==> src/design/drive_ctrl_defs.vh <==
// Purpose: Constants for the drive control word decoder
// Assumes: Included by design files by bare name
// Notes: Assignment code = {1'b0, source kind[2:0], bit index[3:0]}
//
// Functional notes
// - Terminal profile: run starts motor immediately
// - Terminal profile: all 16 word bits usable
// - Standard profile: only bits 11-15 assignable
// - Standard profile: run needs command sequence on network channels; terminals run directly
// - Separate and combined command/reference modes
// - Same behaviour from network or terminals, except the standard profile sequence gates network only
// - Network bit code: channel plus index
// - Functions assignable to terminal inputs 2-14 (3-14 in edge mode)
// - Functions assignable to switched bits 0-15
// - Level mode: forward fixed to input1/bit0
// - Level mode: run while source is one
// - Level mode: bits 1-15 freely assignable
// - Edge mode: stop fixed to input1/bit0
// - Edge mode: forward fixed to input2/bit1
// - Edge mode: forward on rising edge, authorised
// - Edge mode: bits 2-15 freely assignable
// - Code selects source, e.g. CANopen bit 1
// - Terminals and all words usable together
`ifndef DRIVE_CTRL_DEFS_VH
`define DRIVE_CTRL_DEFS_VH

// ----------------------------------------
// Profile and run scheme
// ----------------------------------------
`define PROF_IO 1'b0
`define PROF_STD 1'b1
`define MODE_LEVEL 1'b0
`define MODE_EDGE 1'b1

// ----------------------------------------
// Active command channel
// ----------------------------------------
`define CH_NONE 3'h0
`define CH_TERM 3'h1
`define CH_MODBUS 3'h2
`define CH_CANOPEN 3'h3
`define CH_NETCARD 3'h4
`define CH_EMBED 3'h5

// ----------------------------------------
// Assignment code layout and source kinds
// ----------------------------------------
`define CODE_W 8
`define CODE_KIND_HI 6
`define CODE_KIND_LO 4
`define CODE_IDX_HI 3
`define CODE_IDX_LO 0
`define SRC_NONE 3'h0
`define SRC_MODBUS 3'h1
`define SRC_CANOPEN 3'h2
`define SRC_NETCARD 3'h3
`define SRC_EMBED 3'h4
`define SRC_TERM 3'h5
`define SRC_SWITCHED 3'h6

// ----------------------------------------
// Index limits
// ----------------------------------------
`define NET_MIN_LEVEL 4'h1
`define NET_MIN_EDGE 4'h2
`define NET_MIN_STD 4'hB
`define TERM_MIN_LEVEL 4'h2
`define TERM_MIN_EDGE 4'h3
`define TERM_MAX 4'hE

// ----------------------------------------
// Fixed bits and inputs
// ----------------------------------------
`define WORD_W 16
`define LI_COUNT 14
`define BIT_RUN 0
`define BIT_FWD 1
`define LI_RUN 1
`define LI_FWD 2

// ----------------------------------------
// Standardized word bits and states
// ----------------------------------------
`define STD_SWITCH_ON 0
`define STD_EN_VOLT 1
`define STD_QSTOP 2
`define STD_EN_OP 3
`define ST_DISABLED 2'h0
`define ST_READY 2'h1
`define ST_SWON 2'h2
`define ST_ENABLED 2'h3

`endif

==> src/design/drive_control_word_decoder.v <==
// Purpose: Decodes control words and logic inputs into run and function commands
// Assumes: Control words come from logic on clk_i; logic inputs are pins
// Notes: All outputs registered; one clock, asynchronous active-low reset
`include "drive_ctrl_defs.vh"
`timescale 1ns/1ps
`default_nettype none

module drive_control_word_decoder #(
  parameter NUM_FUNC = 4,
  parameter NUM_LI = `LI_COUNT
) (
  // Clock and reset
  input wire clk_i,
  input wire rst_b_i,
  // Configuration
  input wire profile_select_i,
  input wire run_mode_i,
  input wire combined_command_reference_i,
  input wire [2:0] cmd_channel_i,
  input wire [2:0] ref_channel_i,
  input wire [NUM_FUNC*`CODE_W-1:0] func_code_i,
  // Terminal logic inputs, asynchronous pins
  input wire [NUM_LI:1] logic_input_i,
  // Control words from the network side
  input wire [`WORD_W-1:0] modbus_word_i,
  input wire [`WORD_W-1:0] canopen_word_i,
  input wire [`WORD_W-1:0] netcard_word_i,
  input wire [`WORD_W-1:0] embed_word_i,
  input wire [`WORD_W-1:0] switched_word_i,
  // Decoded commands
  output reg run_fwd_o,
  output reg run_auth_o,
  output reg cmd_via_net_o,
  output reg [1:0] drive_state_o,
  output reg [NUM_FUNC-1:0] func_o
);

  // ----------------------------------------
  // Functions
  // ----------------------------------------
  function [`WORD_W-1:0] chan_word;
    input [2:0] chan;
    input [`WORD_W-1:0] w_mb;
    input [`WORD_W-1:0] w_co;
    input [`WORD_W-1:0] w_nc;
    input [`WORD_W-1:0] w_em;
    begin
      case (chan)
        `CH_MODBUS: chan_word = w_mb;
        `CH_CANOPEN: chan_word = w_co;
        `CH_NETCARD: chan_word = w_nc;
        `CH_EMBED: chan_word = w_em;
        default: chan_word = {`WORD_W{1'b0}};
      endcase
    end
  endfunction

  function is_net_chan;
    input [2:0] chan;
    begin
      is_net_chan = (chan >= `CH_MODBUS) && (chan <= `CH_EMBED);
    end
  endfunction

  // ----------------------------------------
  // Logic input synchroniser
  // ----------------------------------------
  reg [NUM_LI:1] li_s1_q;
  reg [NUM_LI:1] li_s2_q;

  always @(posedge clk_i or negedge rst_b_i) begin
    if (!rst_b_i) begin
      li_s1_q <= {NUM_LI{1'b0}};
      li_s2_q <= {NUM_LI{1'b0}};
    end else begin
      li_s1_q <= logic_input_i;
      li_s2_q <= li_s1_q;
    end
  end

  // ----------------------------------------
  // Command channel selection
  // ----------------------------------------
  wire [2:0] cmd_chan;
  wire chan_term;
  wire chan_net;
  wire chan_valid;
  wire [`WORD_W-1:0] cmd_word;
  wire run_src;
  wire fwd_src;
  wire std_net;

  // Combined mode takes the command from the reference channel
  assign cmd_chan = combined_command_reference_i ? ref_channel_i : cmd_channel_i;
  assign chan_term = (cmd_chan == `CH_TERM);
  assign chan_net = is_net_chan(cmd_chan);
  assign chan_valid = chan_term | chan_net;
  assign cmd_word = chan_word(cmd_chan, modbus_word_i, canopen_word_i, netcard_word_i, embed_word_i);

  // Same fixed sources whichever side commands
  assign run_src = chan_term ? li_s2_q[`LI_RUN] : cmd_word[`BIT_RUN];
  assign fwd_src = chan_term ? li_s2_q[`LI_FWD] : cmd_word[`BIT_FWD];
  assign std_net = (profile_select_i == `PROF_STD) && chan_net;

  // ----------------------------------------
  // Standardized profile sequence
  // ----------------------------------------
  reg [1:0] state_q;
  reg [1:0] state_d;
  wire cw_on;
  wire cw_volt;
  wire cw_qstop;
  wire cw_op;

  assign cw_on = cmd_word[`STD_SWITCH_ON];
  assign cw_volt = cmd_word[`STD_EN_VOLT];
  assign cw_qstop = cmd_word[`STD_QSTOP];
  assign cw_op = cmd_word[`STD_EN_OP];

  always @* begin
    state_d = state_q;
    if (!std_net) begin
      state_d = `ST_DISABLED;
    end else if (!cw_volt || !cw_qstop) begin
      state_d = `ST_DISABLED;
    end else begin
      case (state_q)
        `ST_DISABLED: begin
          if (!cw_on) begin
            state_d = `ST_READY;
          end
        end
        `ST_READY: begin
          if (cw_on) begin
            state_d = `ST_SWON;
          end
        end
        `ST_SWON: begin
          if (!cw_on) begin
            state_d = `ST_READY;
          end else if (cw_op) begin
            state_d = `ST_ENABLED;
          end
        end
        `ST_ENABLED: begin
          if (!cw_on) begin
            state_d = `ST_READY;
          end else if (!cw_op) begin
            state_d = `ST_SWON;
          end
        end
        default: begin
          state_d = `ST_DISABLED;
        end
      endcase
    end
  end

  always @(posedge clk_i or negedge rst_b_i) begin
    if (!rst_b_i) begin
      state_q <= `ST_DISABLED;
    end else begin
      state_q <= state_d;
    end
  end

  // ----------------------------------------
  // Edge run latch
  // ----------------------------------------
  reg fwd_prev_q;
  reg fwd_latch_q;
  reg fwd_latch_d;
  wire fwd_rise;

  assign fwd_rise = fwd_src & ~fwd_prev_q;

  always @* begin
    fwd_latch_d = fwd_latch_q;
    if (!chan_valid || run_mode_i != `MODE_EDGE || std_net) begin
      fwd_latch_d = 1'b0;
    end else if (!run_src) begin
      fwd_latch_d = 1'b0;
    end else if (fwd_rise) begin
      fwd_latch_d = 1'b1;
    end
  end

  always @(posedge clk_i or negedge rst_b_i) begin
    if (!rst_b_i) begin
      fwd_prev_q <= 1'b0;
      fwd_latch_q <= 1'b0;
    end else begin
      fwd_prev_q <= fwd_src;
      fwd_latch_q <= fwd_latch_d;
    end
  end

  // ----------------------------------------
  // Run decode
  // ----------------------------------------
  reg run_d;
  reg auth_d;

  always @* begin
    run_d = 1'b0;
    auth_d = 1'b0;
    if (!chan_valid) begin
      run_d = 1'b0;
      auth_d = 1'b0;
    end else if (std_net) begin
      run_d = (state_d == `ST_ENABLED);
      auth_d = run_d;
    end else if (run_mode_i == `MODE_EDGE) begin
      auth_d = run_src;
      run_d = run_src & fwd_latch_d;
    end else begin
      auth_d = run_src;
      run_d = run_src;
    end
  end

  // ----------------------------------------
  // Function inputs
  // ----------------------------------------
  wire [NUM_FUNC-1:0] func_sel;

  genvar g;
  generate
    for (g = 0; g < NUM_FUNC; g = g + 1) begin : g_func
      source_select #(
        .NUM_LI(NUM_LI)
      ) u_source_select (
        .code_i(func_code_i[g*`CODE_W +: `CODE_W]),
        .profile_i(profile_select_i),
        .run_mode_i(run_mode_i),
        .li_i(li_s2_q),
        .modbus_word_i(modbus_word_i),
        .canopen_word_i(canopen_word_i),
        .netcard_word_i(netcard_word_i),
        .embed_word_i(embed_word_i),
        .switched_word_i(switched_word_i),
        .bit_o(func_sel[g])
      );
    end
  endgenerate

  // ----------------------------------------
  // Output registers
  // ----------------------------------------
  always @(posedge clk_i or negedge rst_b_i) begin
    if (!rst_b_i) begin
      run_fwd_o <= 1'b0;
      run_auth_o <= 1'b0;
      cmd_via_net_o <= 1'b0;
      drive_state_o <= `ST_DISABLED;
      func_o <= {NUM_FUNC{1'b0}};
    end else begin
      run_fwd_o <= run_d;
      run_auth_o <= auth_d;
      cmd_via_net_o <= chan_net;
      drive_state_o <= state_d;
      func_o <= chan_valid ? func_sel : {NUM_FUNC{1'b0}};
    end
  end

endmodule // drive_control_word_decoder

`default_nettype wire

==> src/design/source_select.v <==
// Purpose: Picks one function input from its assignment code
// Assumes: Inputs already synchronised; purely combinational
// Notes: Codes outside the allowed index range give zero
`include "drive_ctrl_defs.vh"
`timescale 1ns/1ps
`default_nettype none

module source_select #(
  parameter NUM_LI = `LI_COUNT
) (
  // Assignment and configuration
  input wire [`CODE_W-1:0] code_i,
  input wire profile_i,
  input wire run_mode_i,
  // Sources
  input wire [NUM_LI:1] li_i,
  input wire [`WORD_W-1:0] modbus_word_i,
  input wire [`WORD_W-1:0] canopen_word_i,
  input wire [`WORD_W-1:0] netcard_word_i,
  input wire [`WORD_W-1:0] embed_word_i,
  input wire [`WORD_W-1:0] switched_word_i,
  // Result
  output reg bit_o
);

  wire [2:0] kind;
  wire [3:0] idx;
  reg [3:0] net_min;
  reg [3:0] term_min;
  reg [`WORD_W-1:0] word;

  assign kind = code_i[`CODE_KIND_HI:`CODE_KIND_LO];
  assign idx = code_i[`CODE_IDX_HI:`CODE_IDX_LO];

  always @* begin
    // Lowest usable word bit depends on profile and scheme
    if (profile_i == `PROF_STD) begin
      net_min = `NET_MIN_STD;
    end else if (run_mode_i == `MODE_EDGE) begin
      net_min = `NET_MIN_EDGE;
    end else begin
      net_min = `NET_MIN_LEVEL;
    end
    term_min = (run_mode_i == `MODE_EDGE) ? `TERM_MIN_EDGE : `TERM_MIN_LEVEL;
    word = {`WORD_W{1'b0}};
    bit_o = 1'b0;
    case (kind)
      `SRC_MODBUS: word = modbus_word_i;
      `SRC_CANOPEN: word = canopen_word_i;
      `SRC_NETCARD: word = netcard_word_i;
      `SRC_EMBED: word = embed_word_i;
      default: word = {`WORD_W{1'b0}};
    endcase
    case (kind)
      `SRC_MODBUS, `SRC_CANOPEN, `SRC_NETCARD, `SRC_EMBED: begin
        bit_o = (idx >= net_min) ? word[idx] : 1'b0;
      end
      `SRC_TERM: begin
        bit_o = (idx >= term_min && idx <= `TERM_MAX) ? li_i[idx] : 1'b0;
      end
      `SRC_SWITCHED: begin
        bit_o = switched_word_i[idx];
      end
      default: begin
        bit_o = 1'b0;
      end
    endcase
  end

endmodule // source_select

`default_nettype wire

==> config.mk <==
export PLATFORM = sky130hd
export DESIGN_NAME = drive_control_word_decoder
export DESIGN_NICKNAME = d
export VERILOG_FILES = /design/src/design/drive_control_word_decoder.v /design/src/design/source_select.v
export VERILOG_INCLUDE_DIRS = /design/src /design/src/design
export SDC_FILE = /design/constraint.sdc
export NUM_CORES = 1
export LEC_CHECK = 0
export ABC_AREA = 1
export ABC_CLOCK_PERIOD_IN_PS = 1700
export BUFFER_PORTS_ARGS = -buffer_cell sky130_fd_sc_hd__buf_2
export CELL_PAD_IN_SITES_DETAIL_PLACEMENT = 1
export CELL_PAD_IN_SITES_GLOBAL_PLACEMENT = 1
export CORE_AREA = 10 10 165 167
export CTS_CLUSTER_DIAMETER = 200
export DETAILED_ROUTE_END_ITERATION = 6
export DIE_AREA = 0 0 175 177
export HOLD_SLACK_MARGIN = 0.12
export PLACE_DENSITY_LB_ADDON = 0.3
export SYNTH_ARGS = -nofsm -noshare
export SYNTH_HDL_FRONTEND = slang
export SYNTH_SLANG_ARGS = --single-unit
==> constraint.sdc <==
create_clock -name clk_i -period 1.7 [get_ports clk_i]
set_clock_uncertainty 0.1 [all_clocks]
set_input_delay 0.085 -clock clk_i [delete_from_list [all_inputs] [get_ports clk_i]]
set_output_delay 0.085 -clock clk_i [all_outputs]
set_load 0.02 [all_outputs]
==> key figures, run 1 <==
Clock tree
  – CTS tree: built
  – Cts bufs inserted: 5
  – CTS sink count: 39
  – Reg clk slew, reported paths: 0.07 ns
  – Clock Latency Late Sink: 0.29 ns
  – CTS max path bufs: 2
  – # H-tree levels: 2
  – Root buf cell: clkbuf_16

Finish
  – Fillers: 3,321
  – Final #Nets: between 1,000 and 1,500
  – Area delta synth->final: 39.7%
  – Util after Layout: 0.341
  – Flip-flop and latch area: 976 µm²
  – Area occupied by multi-input gates: 0.00412 mm²
  – Layout cell share with drive strength beyond 1: 0.247

Placement
  – Placer Congestion: 1.01
  – Number of I/O port buffers: 141
  – DP HPWL: 29,700 µm
  – Post-Place Worst Slack: -0.267 ns

STA
  – Slew HR: 0.658
  – RSZ-0062 raised after global routing: no
  – Pins Over Slew Limit: 0
  – Hold slack: 0.126 ns
  – Worst Tran Pin Value: 0.513 ns
  – Post-route setup slack: 0.0605 ns
  – Final hold vios: 0
  – Fmax: slightly above 0.6 GHz
  – Post-layout min period: 1.64 ns
  – Crit share post-route: 0.964
  – Setup violators final: 0
  – Fin Setup TNS: 0 ns

Floorplanning
  – Die extent in x: 175 µm
  – Std cell rows: 57
  – Initial core utilization: 0.244
  – IO Count: ~150
  – Die Span Y: between 150 and 200 µm
  – Core area: 0.0240 mm²
  – Die area: approximately 0.031 mm²

Synth
  – Top_reg_cell synth: dfrtp_1
  – Most instantiated library cell after synthesis: nand2_1
  – Count of different cell masters after synthesis: 34
  – Syn Inst Count: between 1,000 and 1,500
  – Mapped Nets: 1,227
  – Synth top area cells: nand2_1 17%, dfrtp_1 17%, nand3_1 11%
  – Synthesized cell area: 0.00585 mm²
  – Post-synth top cells: 271 x nand2_1, 145 x nor2_1, 126 x nand3_1
  – Post-synth EDFFs: 0
  – Seq cells post-synth: 39
  – Post-synth ARST share: 1.00
  – Yosys warning count: 0
  – Synth top area share: 0.174
  – Seq/Total Area, Yosys: 0.167
  – Syn Area/Cell: 5.45 µm²
  – Post-synth top area cell: nand2_1

Worst hold path
  – Worst Hold Launch: func_code_i[19]
  – HP Class: input port to flop

Worst setup path
  – Crit path max fanout: 6
  – Crit path from: func_code_i[4]
  – Worst Setup Start Kind: input port
  – Reg2Reg Setup Slack: 0.19 ns
  – Family with the most delay on the worst path: simple AND/OR/NAND/NOR gates
  – Worst setup EP type: flop
  – Worst r2r src: li_s2_q[8]
  – Buffers plus inverters on the worst setup path: 2
  – CP peak stage delay: between 0.2 and 0.3 ns
  – CP Cell Sequence: buf_2, clkinvlp_4, nand4_1, nand2_1, nor2_1, nor2_1, nor2_1, nand3_1, nand2_1, nand2_1, nand3_1, a21oi_1
  – Slowest CP cell: clkinvlp_4
  – Setup CP Type: input port to flop
  – Arrival @ worst endpoint: 1.72 ns
  – WP data required: around 1.8 ns

Global routing
  – Initial antenna violation count: 1
  – First-pass GRT wire length: 53,700 µm
  – Largest net degree at the start of global routing: 40
  – Grt ovf: 0
  – Vias in the first global route: 8,794
  – Gr usage total: 0.224

Routing
  – Initial DRT Pass Iterations: 5
  – Vias per std cell: 5.21
  – Number of remaining DRC errors: 0
  – Via count: 8,617
  – Detailed Route WL: 35,700 µm
  – ANT nets after route: 0
  – Routed wire per std cell: between 20 and 25 µm
  – Initial drt markers: slightly below 800

Power
  – Worst vdd ir: 0.545 mV
  – Leakage: 4.38 nW
  – Clock network fraction of total power: 0.239
  – Overall Power: 3.83 mW
  – Sequential share of power: 0.267
  – Sw Pwr: roughly 1.6 mW
  – P per Cell Area: 468 mW/mm²
  – Combinational Power Share: 0.494
  – Switching Share: 0.422
  – Int Power: 2.22 mW

Run status
  – Status: completed

Job
  – Max cap viols: 0
-- cells in the final DEF (no fill, tap or decap), types with 4 or more instances in the layout --
master	count
dfrtp_1	39
dlygate4sd3_1	18
nand2_2	6
nor2_1	145
inv_1	124
o21bai_1	6
nor2_2	6
ha_1	16
buf_4	132
nand2_1	271
o211ai_1	6
a211oi_1	4
buf_2	141
a21oi_1	67
inv_2	14
nand4_1	65
nor2_4	9
buf_12	6
o221ai_1	8
clkbuf_16	5
o2111ai_1	4
o21ai_1	6
nor3_1	7
o21ai_0	77
nand3_1	124
-- tightest hold or removal path, cell delays in order --
cell     delay [ns]
buf_2          0.18
nand2_1        0.08
nand3_1        0.08
a21oi_1        0.06
-- per-layer routing --
| layer | share of wire | vias to the layer above | GRT usage |
|---|---|---|---|
| met5 | 0 | - | 0 |
| met1 | 0.44 | 4134 | 0.295 |
| met3 | 0.066 | 56 | 0.0292 |
| li1 | - | 4082 | - |
| met2 | 0.46 | 345 | 0.374 |
| met4 | 0.029 | 0 | 0.0646 |
-- power groups by stage --
stage	Clock (mW)	Combinational [mW]	Sequential, mW
floorplan	0	0.847	1.05
global placement	0	1.80	1.04
detailed placement	0	1.82	1.04
CTS	0.954	1.86	1.02
global route	0.985	2.05	1.03
finish	0.917	1.89	1.02
-- worst paths after layout --
| check | to | cells after the start |
|---|---|---|
| worst max-delay path | func_o[0] | 12 |
| worst min-delay path | func_o[2] | 4 |
| worst max register to register | func_o[3] | 8 |
| worst min register to register | li_s2_q[8] | 0 |
| max in group asynchronous | li_s2_q[2] | 3 |
| min in group asynchronous | li_s2_q[8] | 3 |
-- what timing repair did --
action                                 in CTS  in global routing
setup endpoints to repair                   0                  2
endpoints found under the hold margin      56                  0
resized for setup                           0                  5
buffers inserted                            0                  0
hold buffers                               18                  0
-- cells by family after synthesis --
group,share of synthesized area
buf+inv,0.131
compound gates,0.181
fa+ha+maj,0.0342
simple gates,0.488
flops,0.167
-- state kept, by name (all words and copies together), names as in the netlist --
register,count
li_s2_q,14
cmd_via_net_o,1
func_o,4
fwd_prev_q,1
run_auth_o,1
run_fwd_o,1
fwd_latch_q,1
li_s1_q,14
drive_state_o,2
-- area by class of cell --
| cell class | count | share of cell area |
|---|---|---|
| Multi-Input combinational cell | 844 | 0.504 |
| Sequential cell | 39 | 0.119 |
| Antenna cell | 1 | 0.000306 |
| Tap cell | 324 | 0.0496 |
| Timing Repair Buffer | 297 | 0.244 |
| Inverter | 142 | 0.0656 |
| Clock buffer | 7 | 0.0162 |
| Clock inverter | 1 | 0.000612 |
-- per-stage QoR --
| step | cell area (µm²) | std cells |
|---|---|---|
| 6_report | 8180 | 1655 |
| 5_1_grt | 8180 | 1654 |
| 4_1_cts | 8160 | 1654 |
| 3_5_place_dp | 7840 | 1628 |
| 3_3_place_gp | 7840 | 1628 |
| 2_1_floorplan | 5850 | 1074 |
(Power assumes the default switching activity.)
==> run 2, diff against run 1 <==
- CORE_AREA: 10 10 165 167 -> 4 4 133 135
- DIE_AREA: 0 0 175 177 -> 0 0 137 139
==> run 2 against run 1 <==
Compared with the run above: via count up 4.3%; utilization up 15 points; sequential cell count unchanged; clock power up 36%; global-route usage up 13 points; first-iteration DRC count up 35%; final area down 1.8%.
==> key figures, run 2 (synthesis gave the netlist of run 1 again) <==
Run status
  – Status: completed

Worst setup path
  – Worst setup EP type: flop
  – Arrival @ worst endpoint: approximately 1.8 ns
  – Crit path max fanout: 4
  – WP data required: approximately 1.8 ns
  – Worst Setup Start Kind: flop
  – Setup CP Type: flop to flop

Placement
  – Number of I/O port buffers: 141
  – DP HPWL: 27,200 µm
  – Post-Place Worst Slack: -0.305 ns
  – Placer Congestion: 1.06

Job
  – Max cap viols: 0

Clock tree
  – Reg clk slew, reported paths: approximately 0.07 ns
  – Root buf cell: clkbuf_16
  – # H-tree levels: 2
  – CTS max path bufs: 2
  – Clock Latency Late Sink: 0.30 ns
  – CTS sink count: 39
  – Cts bufs inserted: 5
  – CTS tree: built

Power
  – Combinational Power Share: 0.456
  – Leakage: 4.36 nW
  – Switching Share: 0.397
  – P per Cell Area: 518 mW/mm²
  – Worst vdd ir: about 0.95 mV
  – Sw Pwr: 1.65 mW
  – Int Power: 2.51 mW
  – Sequential share of power: 0.245
  – Clock network fraction of total power: 0.300

Finish
  – Largest regs: li_s1_q (14), li_s2_q (14), func_o (4)
  – Commonest non-fill, non-tap cell in the layout: nand2_1
  – Most frequent cells in the layout: 271 x nand2_1, 144 x nor2_1, 140 x buf_2
  – Final #Nets: roughly 1,500
  – Layout cell share with drive strength beyond 1: 0.247
  – Area delta synth->final: 37.2%
  – # diodes: 0
  – Util after Layout: 0.488

STA
  – Worst Tran Pin Value: 0.691 ns
  – Post-route setup slack: 0.0156 ns
  – Setup violators final: 0
  – Hold slack: 0.153 ns
  – Pins Over Slew Limit: 0
  – Fmax: 0.594 GHz
  – Crit share post-route: 0.991
  – Post-layout min period: 1.68 ns
  – Final hold vios: 0
  – Slew HR: 0.539

Routing
  – Number of remaining DRC errors: 0
  – Via count: 8,991
  – Initial DRT Pass Iterations: 5
  – Initial drt markers: approximately 1,000
  – Vias per std cell: 5.84
  – ANT nets after route: 0
  – Routed wire per std cell: ~22 µm
  – Detailed Route WL: between 30,000 and 40,000 µm

Global routing
  – First-pass GRT wire length: 51,600 µm
  – Grt ovf: 0
  – Gr usage total: 0.349
  – Vias in the first global route: 9,026
  – Initial antenna violation count: 0
  – Largest net degree at the start of global routing: 31

Floorplanning
  – Die area: 0.0190 mm²
  – Initial core utilization: 0.355
  – Die Span Y: 139 µm
  – Std cell rows: 47
  – IO Count: 146
  – Core area: 0.0165 mm²
  – Die extent in x: 137 µm

Worst hold path
  – HP Class: input port to flop
==> run 2: layout make-up <==
type,instances,area [µm²]
multi-input combinational,844,4130
clock buffer,5,125
sequential,39,977
tap,220,275
fill,2410,8430
timing repair buffer,286,1920
clock inverter,3,67.6
inverter,142,533
==> run 2: repair_timing <==
item / CTS / global route
hold buffers: 16 / 0
gates resized for setup: 1 / 12
endpoints found under the hold margin: 43 / 0
buffers inserted: 0 / 2
setup endpoints to repair: 1 / 4
pin swaps: 0 / 2
==> run 2: power groups by stage <==
stage	clock network, mW	logic [mW]	registers [mW]
2_1_floorplan	0	0.847	1.05
3_3_place_gp	0	1.75	1.03
3_5_place_dp	0	1.79	1.03
4_1_cts	1.26	1.83	1.02
5_1_grt	1.30	2.04	1.02
6_report	1.25	1.90	1.02
==> run 2: worst paths after layout <==
path                                  start          endpoint  slack, ns  cells past startpoint
hold / removal             profile_select_i  drive_state_o[1]       0.15                      5
hold reg to reg                 li_s1_q[10]       li_s2_q[10]       0.24                      0
setup reg to reg                li_s2_q[14]         func_o[3]       0.02                      8
setup / recovery                li_s2_q[14]         func_o[3]       0.02                      8
max in group asynchronous           rst_b_i        li_s2_q[2]       0.59                      3
min in group asynchronous           rst_b_i       li_s1_q[14]       0.28                      2
==> run 2: per-layer routing <==
layer / vias to the layer above / share of wire / track usage
li1: 4066 / - / -
met4: 0 / 0.057 / 0.172
met1: 4229 / 0.39 / 0.455
met5: - / 0 / 0
met2: 567 / 0.46 / 0.555
met3: 129 / 0.097 / 0.0588
==> run 2: through the flow <==
| stage | cell area [µm²] | total power [mW] | TNS [ns] | std cells |
|---|---|---|---|---|
| floorplan | 5850 | 1.90 | 0 | 1074 |
| global placement | 7640 | 2.78 | -0.497 | 1513 |
| detailed placement | 7640 | 2.82 | -0.551 | 1513 |
| CTS | 8000 | 4.11 | 0 | 1537 |
| global route | 8030 | 4.37 | -0.0284 | 1539 |
| finish | 8030 | 4.16 | 0 | 1539 |
==> run 2: worst max-delay path, stage by stage (launching register included) <==
cell and delay, ns:
dfrtp_1 0.33, inv_1 0.09, o311ai_0 0.44, nand3_1 0.18
nand2_1 0.14, nand2_1 0.06, nand2_1 0.07, inv_1 0.05
a21oi_2 0.13
